`src/hdl/ppoc_consts.svh`:
```
// Constants for downstream port power and overcurrent control.
// Assumes a 40 MHz pclk and APB register access.
`ifndef PPOC_CONSTS_SVH
`define PPOC_CONSTS_SVH

// -------------------------------------------------------------------
// Sizes and timing
// -------------------------------------------------------------------
`define PPOC_NPORT      6
`define PPOC_CLK_NS     25
`define PPOC_TICK_NS    1000000
`define PPOC_DIV_W      16

// -------------------------------------------------------------------
// Register byte offsets
// -------------------------------------------------------------------
`define PPOC_A_CTRL     8'h00
`define PPOC_A_PWR      8'h04
`define PPOC_A_CHG      8'h08
`define PPOC_A_OCSTAT   8'h0C
`define PPOC_A_MINW     8'h10
`define PPOC_A_DBLW     8'h14
`define PPOC_A_LOCK     8'h18
`define PPOC_A_PINS     8'h1C

// -------------------------------------------------------------------
// Field positions and reset values
// -------------------------------------------------------------------
`define PPOC_CTRL_GANG  0
`define PPOC_CTRL_CPU   1
`define PPOC_MINW_RST   4'h5
`define PPOC_DBLW_RST   8'h14
`define PPOC_LOCK_RST   8'h0A

`endif

```
`src/hdl/ppoc_pkg.sv`:
```
// Types for downstream port power and overcurrent control.
// Assumes ppoc_consts.svh is on the include path.
`include "ppoc_consts.svh"

package ppoc_pkg;

    // Filter settings shared by every detector
    typedef struct packed {
        logic [3:0] min_w;
        logic [7:0] dbl_win;
        logic [7:0] lockout;
    } ppoc_cfg_s;

    // Drive of a group of open-drain pins
    typedef struct packed {
        logic [`PPOC_NPORT-1:0] out;
        logic [`PPOC_NPORT-1:0] oe_n;
        logic [`PPOC_NPORT-1:0] pu_en;
    } ppoc_pins_s;

    // Detector states, one-hot
    typedef enum logic [3:0] {
        PPOC_OFF  = 4'b0001,
        PPOC_LOCK = 4'b0010,
        PPOC_ARM  = 4'b0100,
        PPOC_HOLD = 4'b1000
    } ppoc_det_e;

endpackage

```
`src/hdl/ppoc_det.sv`:
```
// Overcurrent filter for one sensed pin: lockout, single and double pulse.
// Assumes a synchronised pin level and a one-cycle 1 ms tick.
`timescale 1ns/1ps
`include "ppoc_consts.svh"

module ppoc_det (
    // Clock and reset
    input  wire logic               pclk,
    input  wire logic               presetn,
    // Control
    input  wire logic               tick,
    input  wire logic               en,
    input  wire logic               pin_low,
    input  wire ppoc_pkg::ppoc_cfg_s cfg,
    // Result
    output logic                    trip_ff
);

    ppoc_pkg::ppoc_det_e state_ff;
    ppoc_pkg::ppoc_det_e nxt_state;
    logic [7:0]          lock_cnt_ff;
    logic [3:0]          run_ff;
    logic [7:0]          win_ff;
    logic                grp_ff;
    logic                prev_low_ff;
    logic                armed;
    logic                grp_start;
    logic                run_hit;
    logic                dbl_hit;
    logic                trip;

    // -------------------------------------------------------------------
    // Trip decision
    // -------------------------------------------------------------------
    assign armed     = (state_ff == ppoc_pkg::PPOC_ARM);
    assign grp_start = pin_low && !prev_low_ff;
    assign run_hit   = (5'({1'b0, run_ff}) + 5'h01)
                       >= {1'b0, cfg.min_w};
    assign dbl_hit   = grp_start && grp_ff && (win_ff != 8'h00);
    // Only sampled while armed, so power-up dips never count
    assign trip = armed && tick && pin_low && (run_hit || dbl_hit);

    // -------------------------------------------------------------------
    // State machine
    // -------------------------------------------------------------------
    always_comb begin
        nxt_state = state_ff;
        case (state_ff)
            ppoc_pkg::PPOC_OFF: begin
                if (en) nxt_state = ppoc_pkg::PPOC_LOCK;
            end
            ppoc_pkg::PPOC_LOCK: begin
                if (!en) nxt_state = ppoc_pkg::PPOC_OFF;
                else if (tick && lock_cnt_ff <= 8'h01)
                    nxt_state = ppoc_pkg::PPOC_ARM;
            end
            ppoc_pkg::PPOC_ARM: begin
                if (!en) nxt_state = ppoc_pkg::PPOC_OFF;
                else if (trip) nxt_state = ppoc_pkg::PPOC_HOLD;
            end
            ppoc_pkg::PPOC_HOLD: begin
                // Rearm only through a power cycle
                if (!en) nxt_state = ppoc_pkg::PPOC_OFF;
            end
            default: nxt_state = ppoc_pkg::PPOC_OFF;
        endcase
    end

    always_ff @(posedge pclk or negedge presetn) begin
        if (!presetn) state_ff <= ppoc_pkg::PPOC_OFF;
        else state_ff <= nxt_state;
    end

    // Lockout counter, loaded while off
    always_ff @(posedge pclk or negedge presetn) begin
        if (!presetn) lock_cnt_ff <= `PPOC_LOCK_RST;
        else if (state_ff == ppoc_pkg::PPOC_OFF) lock_cnt_ff <= cfg.lockout;
        else if (state_ff == ppoc_pkg::PPOC_LOCK && tick)
            lock_cnt_ff <= lock_cnt_ff - 8'h01;
    end

    // Run of consecutive low samples, saturating
    always_ff @(posedge pclk or negedge presetn) begin
        if (!presetn) run_ff <= 4'h0;
        else if (!armed) run_ff <= 4'h0;
        else if (tick) begin
            if (!pin_low) run_ff <= 4'h0;
            else if (run_ff != 4'hF) run_ff <= run_ff + 4'h1;
        end
    end

    // Rolling window opened by the first group of lows
    always_ff @(posedge pclk or negedge presetn) begin
        if (!presetn) begin
            win_ff      <= 8'h00;
            grp_ff      <= 1'b0;
            prev_low_ff <= 1'b0;
        end else if (!armed) begin
            win_ff      <= 8'h00;
            grp_ff      <= 1'b0;
            prev_low_ff <= 1'b0;
        end else if (tick) begin
            prev_low_ff <= pin_low;
            if (grp_start && !dbl_hit) begin
                grp_ff <= 1'b1;
                win_ff <= cfg.dbl_win;
            end else if (win_ff != 8'h00) begin
                win_ff <= win_ff - 8'h01;
                if (win_ff == 8'h01) grp_ff <= 1'b0;
            end
        end
    end

    // Registered one-cycle trip pulse
    always_ff @(posedge pclk or negedge presetn) begin
        if (!presetn) trip_ff <= 1'b0;
        else trip_ff <= trip;
    end

    // -------------------------------------------------------------------
    // Checks
    // -------------------------------------------------------------------
    a_trip_needs_arm: assert property (
        @(posedge pclk) disable iff (!presetn)
        trip_ff |-> $past(state_ff) == ppoc_pkg::PPOC_ARM
    ) else $error("trip outside armed state");

    a_trip_on_low: assert property (
        @(posedge pclk) disable iff (!presetn)
        trip_ff |-> $past(pin_low) && $past(tick)
    ) else $error("trip without a low sample on tick");

    a_hold_after_trip: assert property (
        @(posedge pclk) disable iff (!presetn)
        trip_ff && en |-> state_ff == ppoc_pkg::PPOC_HOLD ##1 !trip_ff
    ) else $error("detector not held after trip");

    a_off_when_dis: assert property (
        @(posedge pclk) disable iff (!presetn)
        !en && state_ff != ppoc_pkg::PPOC_OFF |=>
            state_ff == ppoc_pkg::PPOC_OFF
    ) else $error("detector not stopped on power off");

    a_lock_on_rise: assert property (
        @(posedge pclk) disable iff (!presetn)
        state_ff == ppoc_pkg::PPOC_OFF && en |=>
            state_ff == ppoc_pkg::PPOC_LOCK
    ) else $error("no lockout after power on");

endmodule

```
`src/hdl/ppoc_ctrl.sv`:
```
// Downstream port power switching and overcurrent sensing, six ports.
// Assumes APB master on pclk; pins are open drain with external pull.
`timescale 1ns/1ps
`include "ppoc_consts.svh"

module ppoc_ctrl #(
    parameter int TICK_CYCLES = `PPOC_TICK_NS / `PPOC_CLK_NS
) (
    // APB slave
    input  wire logic                   pclk,
    input  wire logic                   presetn,
    input  wire logic                   psel,
    input  wire logic                   penable,
    input  wire logic                   pwrite,
    input  wire logic [7:0]             paddr,
    input  wire logic [31:0]            pwdata,
    output logic [31:0]                 prdata,
    output logic                        pready,
    output logic                        pslverr,
    // Hub control logic side
    input  wire logic [`PPOC_NPORT-1:0] hub_pwr_req,
    input  wire logic [`PPOC_NPORT-1:0] hub_oc_clr,
    output logic [`PPOC_NPORT-1:0]      oc_flag,
    // Per-port control pins
    input  wire logic [`PPOC_NPORT-1:0] port_control_pin_in,
    output logic [`PPOC_NPORT-1:0]      port_control_pin_out,
    output logic [`PPOC_NPORT-1:0]      port_control_pin_oe_n,
    output logic [`PPOC_NPORT-1:0]      port_control_pin_pu_en,
    // Shared gang pin
    input  wire logic                   shared_power_pin_in,
    output logic                        shared_power_pin_out,
    output logic                        shared_power_pin_oe_n,
    output logic                        shared_power_pin_pu_en
);

    localparam int NP = `PPOC_NPORT;

    logic [NP-1:0]           oc_ff;
    logic [NP-1:0]           cpu_pwr_ff;
    logic [NP-1:0]           chg_ff;
    logic                    gang_ff;
    logic                    cpu_own_ff;
    ppoc_pkg::ppoc_cfg_s     cfg_ff;
    logic [31:0]             rdata_ff;
    logic [NP:0]             sync1_ff;
    logic [NP:0]             sync2_ff;
    logic [`PPOC_DIV_W-1:0]  div_ff;
    logic                    tick_ff;
    logic [NP-1:0]           pwr_req;
    logic [NP-1:0]           port_on;
    logic                    gang_on;
    logic [NP:0]             det_en;
    logic [NP:0]             trip;
    logic [NP-1:0]           oc_set;
    logic [NP-1:0]           oc_clr;
    logic                    wr_en;
    logic                    rd_setup;
    ppoc_pkg::ppoc_pins_s    port_drv;

    // -------------------------------------------------------------------
    // Address decode
    // -------------------------------------------------------------------
    // Shared by the write enable and the error answer
    function automatic logic is_mapped(input logic [7:0] a);
        case (a)
            `PPOC_A_CTRL, `PPOC_A_PWR, `PPOC_A_CHG, `PPOC_A_OCSTAT,
            `PPOC_A_MINW, `PPOC_A_DBLW, `PPOC_A_LOCK,
            `PPOC_A_PINS: is_mapped = 1'b1;
            default:      is_mapped = 1'b0;
        endcase
    endfunction

    // Zero-wait slave; write lands at the access edge
    assign pready   = 1'b1;
    assign pslverr  = psel && penable && !is_mapped(paddr);
    assign wr_en    = psel && penable && pwrite && is_mapped(paddr);
    assign rd_setup = psel && !penable && !pwrite;
    assign prdata   = rdata_ff;

    // -------------------------------------------------------------------
    // Configuration registers
    // -------------------------------------------------------------------
    // Gang bit can be rewritten over APB at any time, with no write-once lock
    always_ff @(posedge pclk or negedge presetn) begin
        if (!presetn) begin
            gang_ff    <= 1'b0;
            cpu_own_ff <= 1'b0;
        end else if (wr_en && paddr == `PPOC_A_CTRL) begin
            gang_ff    <= pwdata[`PPOC_CTRL_GANG];
            cpu_own_ff <= pwdata[`PPOC_CTRL_CPU];
        end
    end

    // Processor power requests and charging indication
    always_ff @(posedge pclk or negedge presetn) begin
        if (!presetn) begin
            cpu_pwr_ff <= '0;
            chg_ff     <= '0;
        end else if (wr_en && paddr == `PPOC_A_PWR) begin
            cpu_pwr_ff <= pwdata[NP-1:0];
        end else if (wr_en && paddr == `PPOC_A_CHG) begin
            chg_ff <= pwdata[NP-1:0];
        end
    end

    // Filter timing; zero window or lockout is software's mistake
    always_ff @(posedge pclk or negedge presetn) begin
        if (!presetn) begin
            cfg_ff.min_w   <= `PPOC_MINW_RST;
            cfg_ff.dbl_win <= `PPOC_DBLW_RST;
            cfg_ff.lockout <= `PPOC_LOCK_RST;
        end else if (wr_en && paddr == `PPOC_A_MINW) begin
            // Values above 5 ms are clamped to keep the documented range
            cfg_ff.min_w <= (pwdata[3:0] > `PPOC_MINW_RST) ?
                            `PPOC_MINW_RST : pwdata[3:0];
        end else if (wr_en && paddr == `PPOC_A_DBLW) begin
            cfg_ff.dbl_win <= pwdata[7:0];
        end else if (wr_en && paddr == `PPOC_A_LOCK) begin
            cfg_ff.lockout <= pwdata[7:0];
        end
    end

    // Read data captured in the setup phase
    always_ff @(posedge pclk or negedge presetn) begin
        if (!presetn) rdata_ff <= 32'h0000_0000;
        else if (rd_setup) begin
            case (paddr)
                `PPOC_A_CTRL:   rdata_ff <= {30'h0, cpu_own_ff, gang_ff};
                `PPOC_A_PWR:    rdata_ff <= {26'h0, cpu_pwr_ff};
                `PPOC_A_CHG:    rdata_ff <= {26'h0, chg_ff};
                `PPOC_A_OCSTAT: rdata_ff <= {26'h0, oc_ff};
                `PPOC_A_MINW:   rdata_ff <= {28'h0, cfg_ff.min_w};
                `PPOC_A_DBLW:   rdata_ff <= {24'h0, cfg_ff.dbl_win};
                `PPOC_A_LOCK:   rdata_ff <= {24'h0, cfg_ff.lockout};
                `PPOC_A_PINS:   rdata_ff <= {25'h0, sync2_ff};
                default:        rdata_ff <= 32'h0000_0000;
            endcase
        end
    end

    // -------------------------------------------------------------------
    // 1 ms tick
    // -------------------------------------------------------------------
    always_ff @(posedge pclk or negedge presetn) begin
        if (!presetn) begin
            div_ff  <= '0;
            tick_ff <= 1'b0;
        end else if (div_ff == `PPOC_DIV_W'(TICK_CYCLES - 1)) begin
            div_ff  <= '0;
            tick_ff <= 1'b1;
        end else begin
            div_ff  <= div_ff + `PPOC_DIV_W'(1);
            tick_ff <= 1'b0;
        end
    end

    // -------------------------------------------------------------------
    // Pin synchronisers
    // -------------------------------------------------------------------
    // Bit NP is the shared pin; only the second stage feeds logic
    always_ff @(posedge pclk or negedge presetn) begin
        if (!presetn) begin
            sync1_ff <= '1;
            sync2_ff <= '1;
        end else begin
            sync1_ff <= {shared_power_pin_in, port_control_pin_in};
            sync2_ff <= sync1_ff;
        end
    end

    // -------------------------------------------------------------------
    // Power steering and pin drive
    // -------------------------------------------------------------------
    // Charging supply shows as a released pin on that port, or on the shared pin when ganged
    assign pwr_req = (cpu_own_ff ? cpu_pwr_ff : hub_pwr_req)
                     | chg_ff;
    assign gang_on = gang_ff && (|pwr_req);
    assign port_on = gang_ff ? '0 : pwr_req;
    assign det_en  = {gang_on, port_on};

    // Off: driven low, pull-up off; on: released, pull-up on
    always_comb begin
        port_drv.out   = '0;
        port_drv.oe_n  = port_on;
        port_drv.pu_en = port_on;
    end

    assign port_control_pin_out   = port_drv.out;
    assign port_control_pin_oe_n  = port_drv.oe_n;
    assign port_control_pin_pu_en = port_drv.pu_en;
    assign shared_power_pin_out   = 1'b0;
    assign shared_power_pin_oe_n  = gang_on;
    assign shared_power_pin_pu_en = gang_on;

    // -------------------------------------------------------------------
    // Detectors, one per port plus the shared pin
    // -------------------------------------------------------------------
    // External switch pulls low on fault, so low means overcurrent
    genvar gi;
    generate
        for (gi = 0; gi <= NP; gi++) begin : g_det
            ppoc_det u_det (
                .pclk    (pclk),
                .presetn (presetn),
                .tick    (tick_ff),
                .en      (det_en[gi]),
                .pin_low (!sync2_ff[gi]),
                .cfg     (cfg_ff),
                .trip_ff (trip[gi])
            );
        end
    endgenerate

    // -------------------------------------------------------------------
    // Sticky overcurrent flags
    // -------------------------------------------------------------------
    assign oc_set = trip[NP-1:0] | {NP{trip[NP]}};
    assign oc_clr = hub_oc_clr |
                    ((wr_en && paddr == `PPOC_A_OCSTAT) ?
                     pwdata[NP-1:0] : '0);

    // Set wins over a clear in the same cycle
    always_ff @(posedge pclk or negedge presetn) begin
        if (!presetn) oc_ff <= '0;
        else oc_ff <= (oc_ff & ~oc_clr) | oc_set;
    end

    assign oc_flag = oc_ff;

    // -------------------------------------------------------------------
    // Checks
    // -------------------------------------------------------------------
    a_off_pin_low: assert property (
        @(posedge pclk) disable iff (!presetn)
        ((~port_on) & (port_control_pin_oe_n | port_control_pin_pu_en))
            == '0
    ) else $error("unpowered port pin not driven low");

    a_on_pin_free: assert property (
        @(posedge pclk) disable iff (!presetn)
        (port_on & ~(port_control_pin_oe_n & port_control_pin_pu_en))
            == '0
    ) else $error("powered port pin not released");

    a_gang_all_flags: assert property (
        @(posedge pclk) disable iff (!presetn)
        trip[NP] |=> oc_flag == {NP{1'b1}}
    ) else $error("ganged trip did not flag all ports");

    a_flag_sticky: assert property (
        @(posedge pclk) disable iff (!presetn)
        oc_flag[0] && !oc_clr[0] |=> oc_flag[0]
    ) else $error("overcurrent flag lost without clear");

    a_gang_idle_ports: assert property (
        @(posedge pclk) disable iff (!presetn)
        gang_ff |-> port_control_pin_oe_n == '0
    ) else $error("port pins active in ganged mode");

    a_tick_spacing: assert property (
        @(posedge pclk) disable iff (!presetn)
        tick_ff |=> !tick_ff [*2]
    ) else $error("tick pulses too close");

endmodule

```
`config.mk`:
```
export PLATFORM = sky130hd
export DESIGN_NAME = ppoc_ctrl
export DESIGN_NICKNAME = d
export VERILOG_FILES = /design/src/hdl/ppoc_pkg.sv /design/src/hdl/ppoc_det.sv /design/src/hdl/ppoc_ctrl.sv
export VERILOG_INCLUDE_DIRS = /design/src /design/src/hdl
export SDC_FILE = /design/constraint.sdc
export NUM_CORES = 1
export LEC_CHECK = 0
export BUFFER_PORTS_ARGS = -buffer_cell sky130_fd_sc_hd__buf_4
export CAP_MARGIN = 40
export CELL_PAD_IN_SITES_DETAIL_PLACEMENT = 1
export CELL_PAD_IN_SITES_GLOBAL_PLACEMENT = 1
export CORE_ASPECT_RATIO = 0.9
export CORE_MARGIN = 2
export CORE_UTILIZATION = 51
export DETAILED_ROUTE_END_ITERATION = 6
export GPL_TIMING_DRIVEN = 0
export PLACE_DENSITY = 0.95
export SYNTH_ARGS = -nofsm -noshare
export SYNTH_HDL_FRONTEND = slang
export SYNTH_SLANG_ARGS = --single-unit
```
`constraint.sdc`:
```
create_clock -name pclk -period 4.3 [get_ports pclk]
set_clock_uncertainty 0.2 [all_clocks]
set_input_delay 0.215 -clock pclk [delete_from_list [all_inputs] [get_ports pclk]]
set_output_delay 0.215 -clock pclk [all_outputs]
set_load 0.1 [all_outputs]
```
==> metrics.cfg <==
[clock_tree]
cts_tree = yes
clkLatencyLatePin_ns = 0.62
cts_max_level = 1
clockBufferDepth = 3
cts_resized = 0
cts_setup_buffers = 0
cts_buffers = 30
cts.sinks = 268
cts-root-buf = clkbuf_16
clkTransAtPathRegs_ns = 0.07
postCtsHoldBufs = 28

[critical_path]
crit_type = flip-flop to output pin
critPathLaunchType = flip-flop
required_ns = 3.88
path_max_fanout = 10
arrival_ns = 3.42
crit_start = cpu_own_ff$_DFFE_PN0P_
r2r_start = tick_ff$_DFF_PN0_
end_kind = output pin

[placed_design]
placed_cells = 2271
dp_hpwl_um = 38550
post_dp_cell_area_sq_um = 17190
gp_congestion = 0.9089
io_buffers = 66
dp_slack_ns = 0.8398

[floorplanning]
fp.coreArea_sq_um = 30830
die_h_um = 171.6
row_count = 61
die_area_sq_um = 32660
io_pins = 125
die_w_um = 190.3
initial_core_util = 0.5165

[sta]
hold_viol = 0
rsz0062_at_grt = false
min_period_over_period = 0.8925
hold_slack_ns = 0.03702
fin_tns_setup_ns = 0
worst_pin_slew_ns = 1.076
fin_crit_ns = 3.838
slew_headroom = 0.2763
slew_viol_final = 0
finalSetupViolCount = 0
clock.fmax_ghz = 0.2606
fin_ws_ns = 0.4623

[routing]
drt_first_pass_iters = 5
drt-vias-per-instance = 6.801
drc_errors = 0
drt_wl_total_um = 61660
first_iter_violations = 1786
wl_per_cell_um = 26.09
dr_total_vias = 16070
drtAntennaViolNets = 0

[synth]
synth_area_leaders = dfrtp_1 36%, dfstp_2 6.8%, ha_1 5.6%
yosysWarningCount = 0
synthArstFlopShare = 1.000
synth_edf_count = 0
syn_inst = 1756
syn_area_per_cell_sq_um = 9.069
yosys.area.top_type = dfrtp_1
ys_seq_area_frac = 0.4243
synth_top_area_share = 0.3567
ys_ff_latch = 268
synth-main-ff-cell = dfrtp_1
synth_area_sq_um = 15930
netlist-cell-type-count = 78

[layout]
fin_area_sq_um = 18600
utilization = 0.6032
final_cells = 2363
area_delta_synth_final_pct = 16.79
fillerInstances = 3567
drive_gt1_frac = 0.1523
nets = 2061

[min_path]
hp-start = psel
holdCritPathClass = input port to flip-flop

[outcome]
status = completed

[pwr]
p_seq_frac = 0.402
clkPwrFrac = 0.432
sw_frac_of_total = 0.3131
cell_internal_pwr_mw = 4.570
p_comb_frac = 0.166
power_density_nw_per_um2 = 357.7
netSwitchingPower_mw = 2.083
total_power_mw = 6.653
leakagePower_nw = 8.270
ir_drop_v = 0.0003620

[global_routing]
grt_usage = 0.3701
antenna_found_initial = 3
grt_pass1_vias = 16610
grt_pass1_wl_um = 94090
grt_max_degree = 110
grt_overflow = 0

[flow_run]
cap_violations = 0

worst paths after layout:
| path | to | slack (ns) | depth (start not counted) |
|---|---|---|---|
| worst max-delay path | shared_power_pin_pu_en | 0.46 | 8 |
| worst min-delay path | prdata[3]$_DFFE_PN0P_ | 0.04 | 4 |
| worst max register to register | g_det[2].u_det.grp_ff$_DFFE_PN0P_ | 0.82 | 6 |
| worst min register to register | sync2_ff[3]$_DFF_PN1_ | 0.16 | 0 |
| max in group asynchronous | g_det[6].u_det.lock_cnt_ff[0]$_DFFE_PN0P_ | 2.59 | 4 |
| min in group asynchronous | g_det[0].u_det.run_ff[2]$_DFFE_PN0P_ | 0.46 | 3 |
cell usage in the layout (no fill, tap or decap), drive strengths merged, types with 16 or more instances in the layout:
cell,Yosys,final
dfrtp,227,227
nor2,167,167
nand2,145,145
buf,63,141
o21ai,140,140
a21oi,124,124
clkbuf,72,119
ha,71,71
nor3,71,71
inv,62,62
nand3,57,57
dfstp,41,41
a221o,40,40
mux2,35,35
conb,2,32
nand2b,29,29
nor4,29,29
dlygate4sd3,0,27
and3,23,23
a211oi,21,21
a22oi,21,21
or3,18,18
o211ai,16,16
critical path, cell delays in order, from the launching register on:
cell and delay, ns:
dfrtp_1 0.40, buf_1 0.43, nor2b_1 0.18, nor3_1 0.39
nand2_1 0.13, o21ai_0 0.68, inv_1 0.19, buf_4 0.18
buf_4 0.22
per-layer routing:
metal	part of all wire	track usage
met4	0.073	0.2373
met2	0.47	0.6171
met5	0.00026	0
met1	0.37	0.4417
met3	0.086	0.07060
synthesized netlist by cell type, types with 9 or more instances:
library cell / count
dfrtp_1: 227
nor2_1: 166
nand2_1: 144
o21ai_0: 140
a21oi_1: 123
clkbuf_1: 71
ha_1: 71
nor3_1: 71
inv_1: 62
nand3_1: 57
buf_4: 47
dfstp_2: 41
a221o_1: 40
mux2_2: 35
nand2b_1: 29
nor4_1: 28
and3_1: 23
a211oi_1: 21
a22oi_1: 21
or3_1: 18
o211ai_1: 16
a31oi_1: 15
nand3b_1: 15
xor2_1: 15
nor2b_1: 14
xnor2_1: 14
nor3b_1: 13
and2_1: 12
nand4_1: 12
nor4b_1: 12
o22ai_1: 11
buf_2: 10
mux2i_1: 10
o21a_1: 10
o221ai_1: 9
flip-flops by register name, indices dropped and copies added, names as in the netlist, 7 cells and up:
signal,flops
g_det.u_det.lock_cnt_ff,56
g_det.u_det.win_ff,56
g_det.u_det.run_ff,28
g_det.u_det.state_ff,28
cfg_ff,20
div_ff,16
prdata,8
g_det.u_det.grp_ff,7
g_det.u_det.prev_low_ff,7
g_det.u_det.trip_ff,7
sync1_ff,7
sync2_ff,7
layout make-up:
type                            instances  area [sq um]  share of cell area
Antenna cell                            4         10.01           0.0005382
Buffer                                135         699.4             0.03761
Clock buffer                           44         893.4             0.04803
Clock inverter                         12         187.7             0.01009
Inverter                               62         232.7             0.01251
Multi-Input combinational cell       1321          8366              0.4498
Sequential cell                       268          6758              0.3633
Tap cell                              409         511.7             0.02751
Timing Repair Buffer                  108         940.9             0.05059
power groups by stage:
stage | logic, mW | registers, mW | clock network, mW
after global placement | 0.935 | 2.70 | 0
after detailed placement | 1.01 | 2.71 | 0
after floorplan | 0.619 | 2.77 | 0
final | 1.11 | 2.67 | 2.87
after global routing | 1.16 | 2.67 | 2.96
after CTS | 1.05 | 2.66 | 2.84
logic make-up (layout without fill, tap and decap cells):
| logic type | Yosys count | after routing | share of synthesized area |
|---|---|---|---|
| fa+ha+maj | 71 | 71 | 0.05578 |
| simple gates | 651 | 651 | 0.2080 |
| mux | 48 | 48 | 0.03528 |
| other cells | 2 | 36 | 0.0004716 |
| flops | 268 | 268 | 0.4243 |
| xor+xnor | 29 | 29 | 0.01595 |
| compound gates | 490 | 490 | 0.2016 |
| buf+inv | 197 | 361 | 0.05853 |
(Power assumes the default switching activity.)
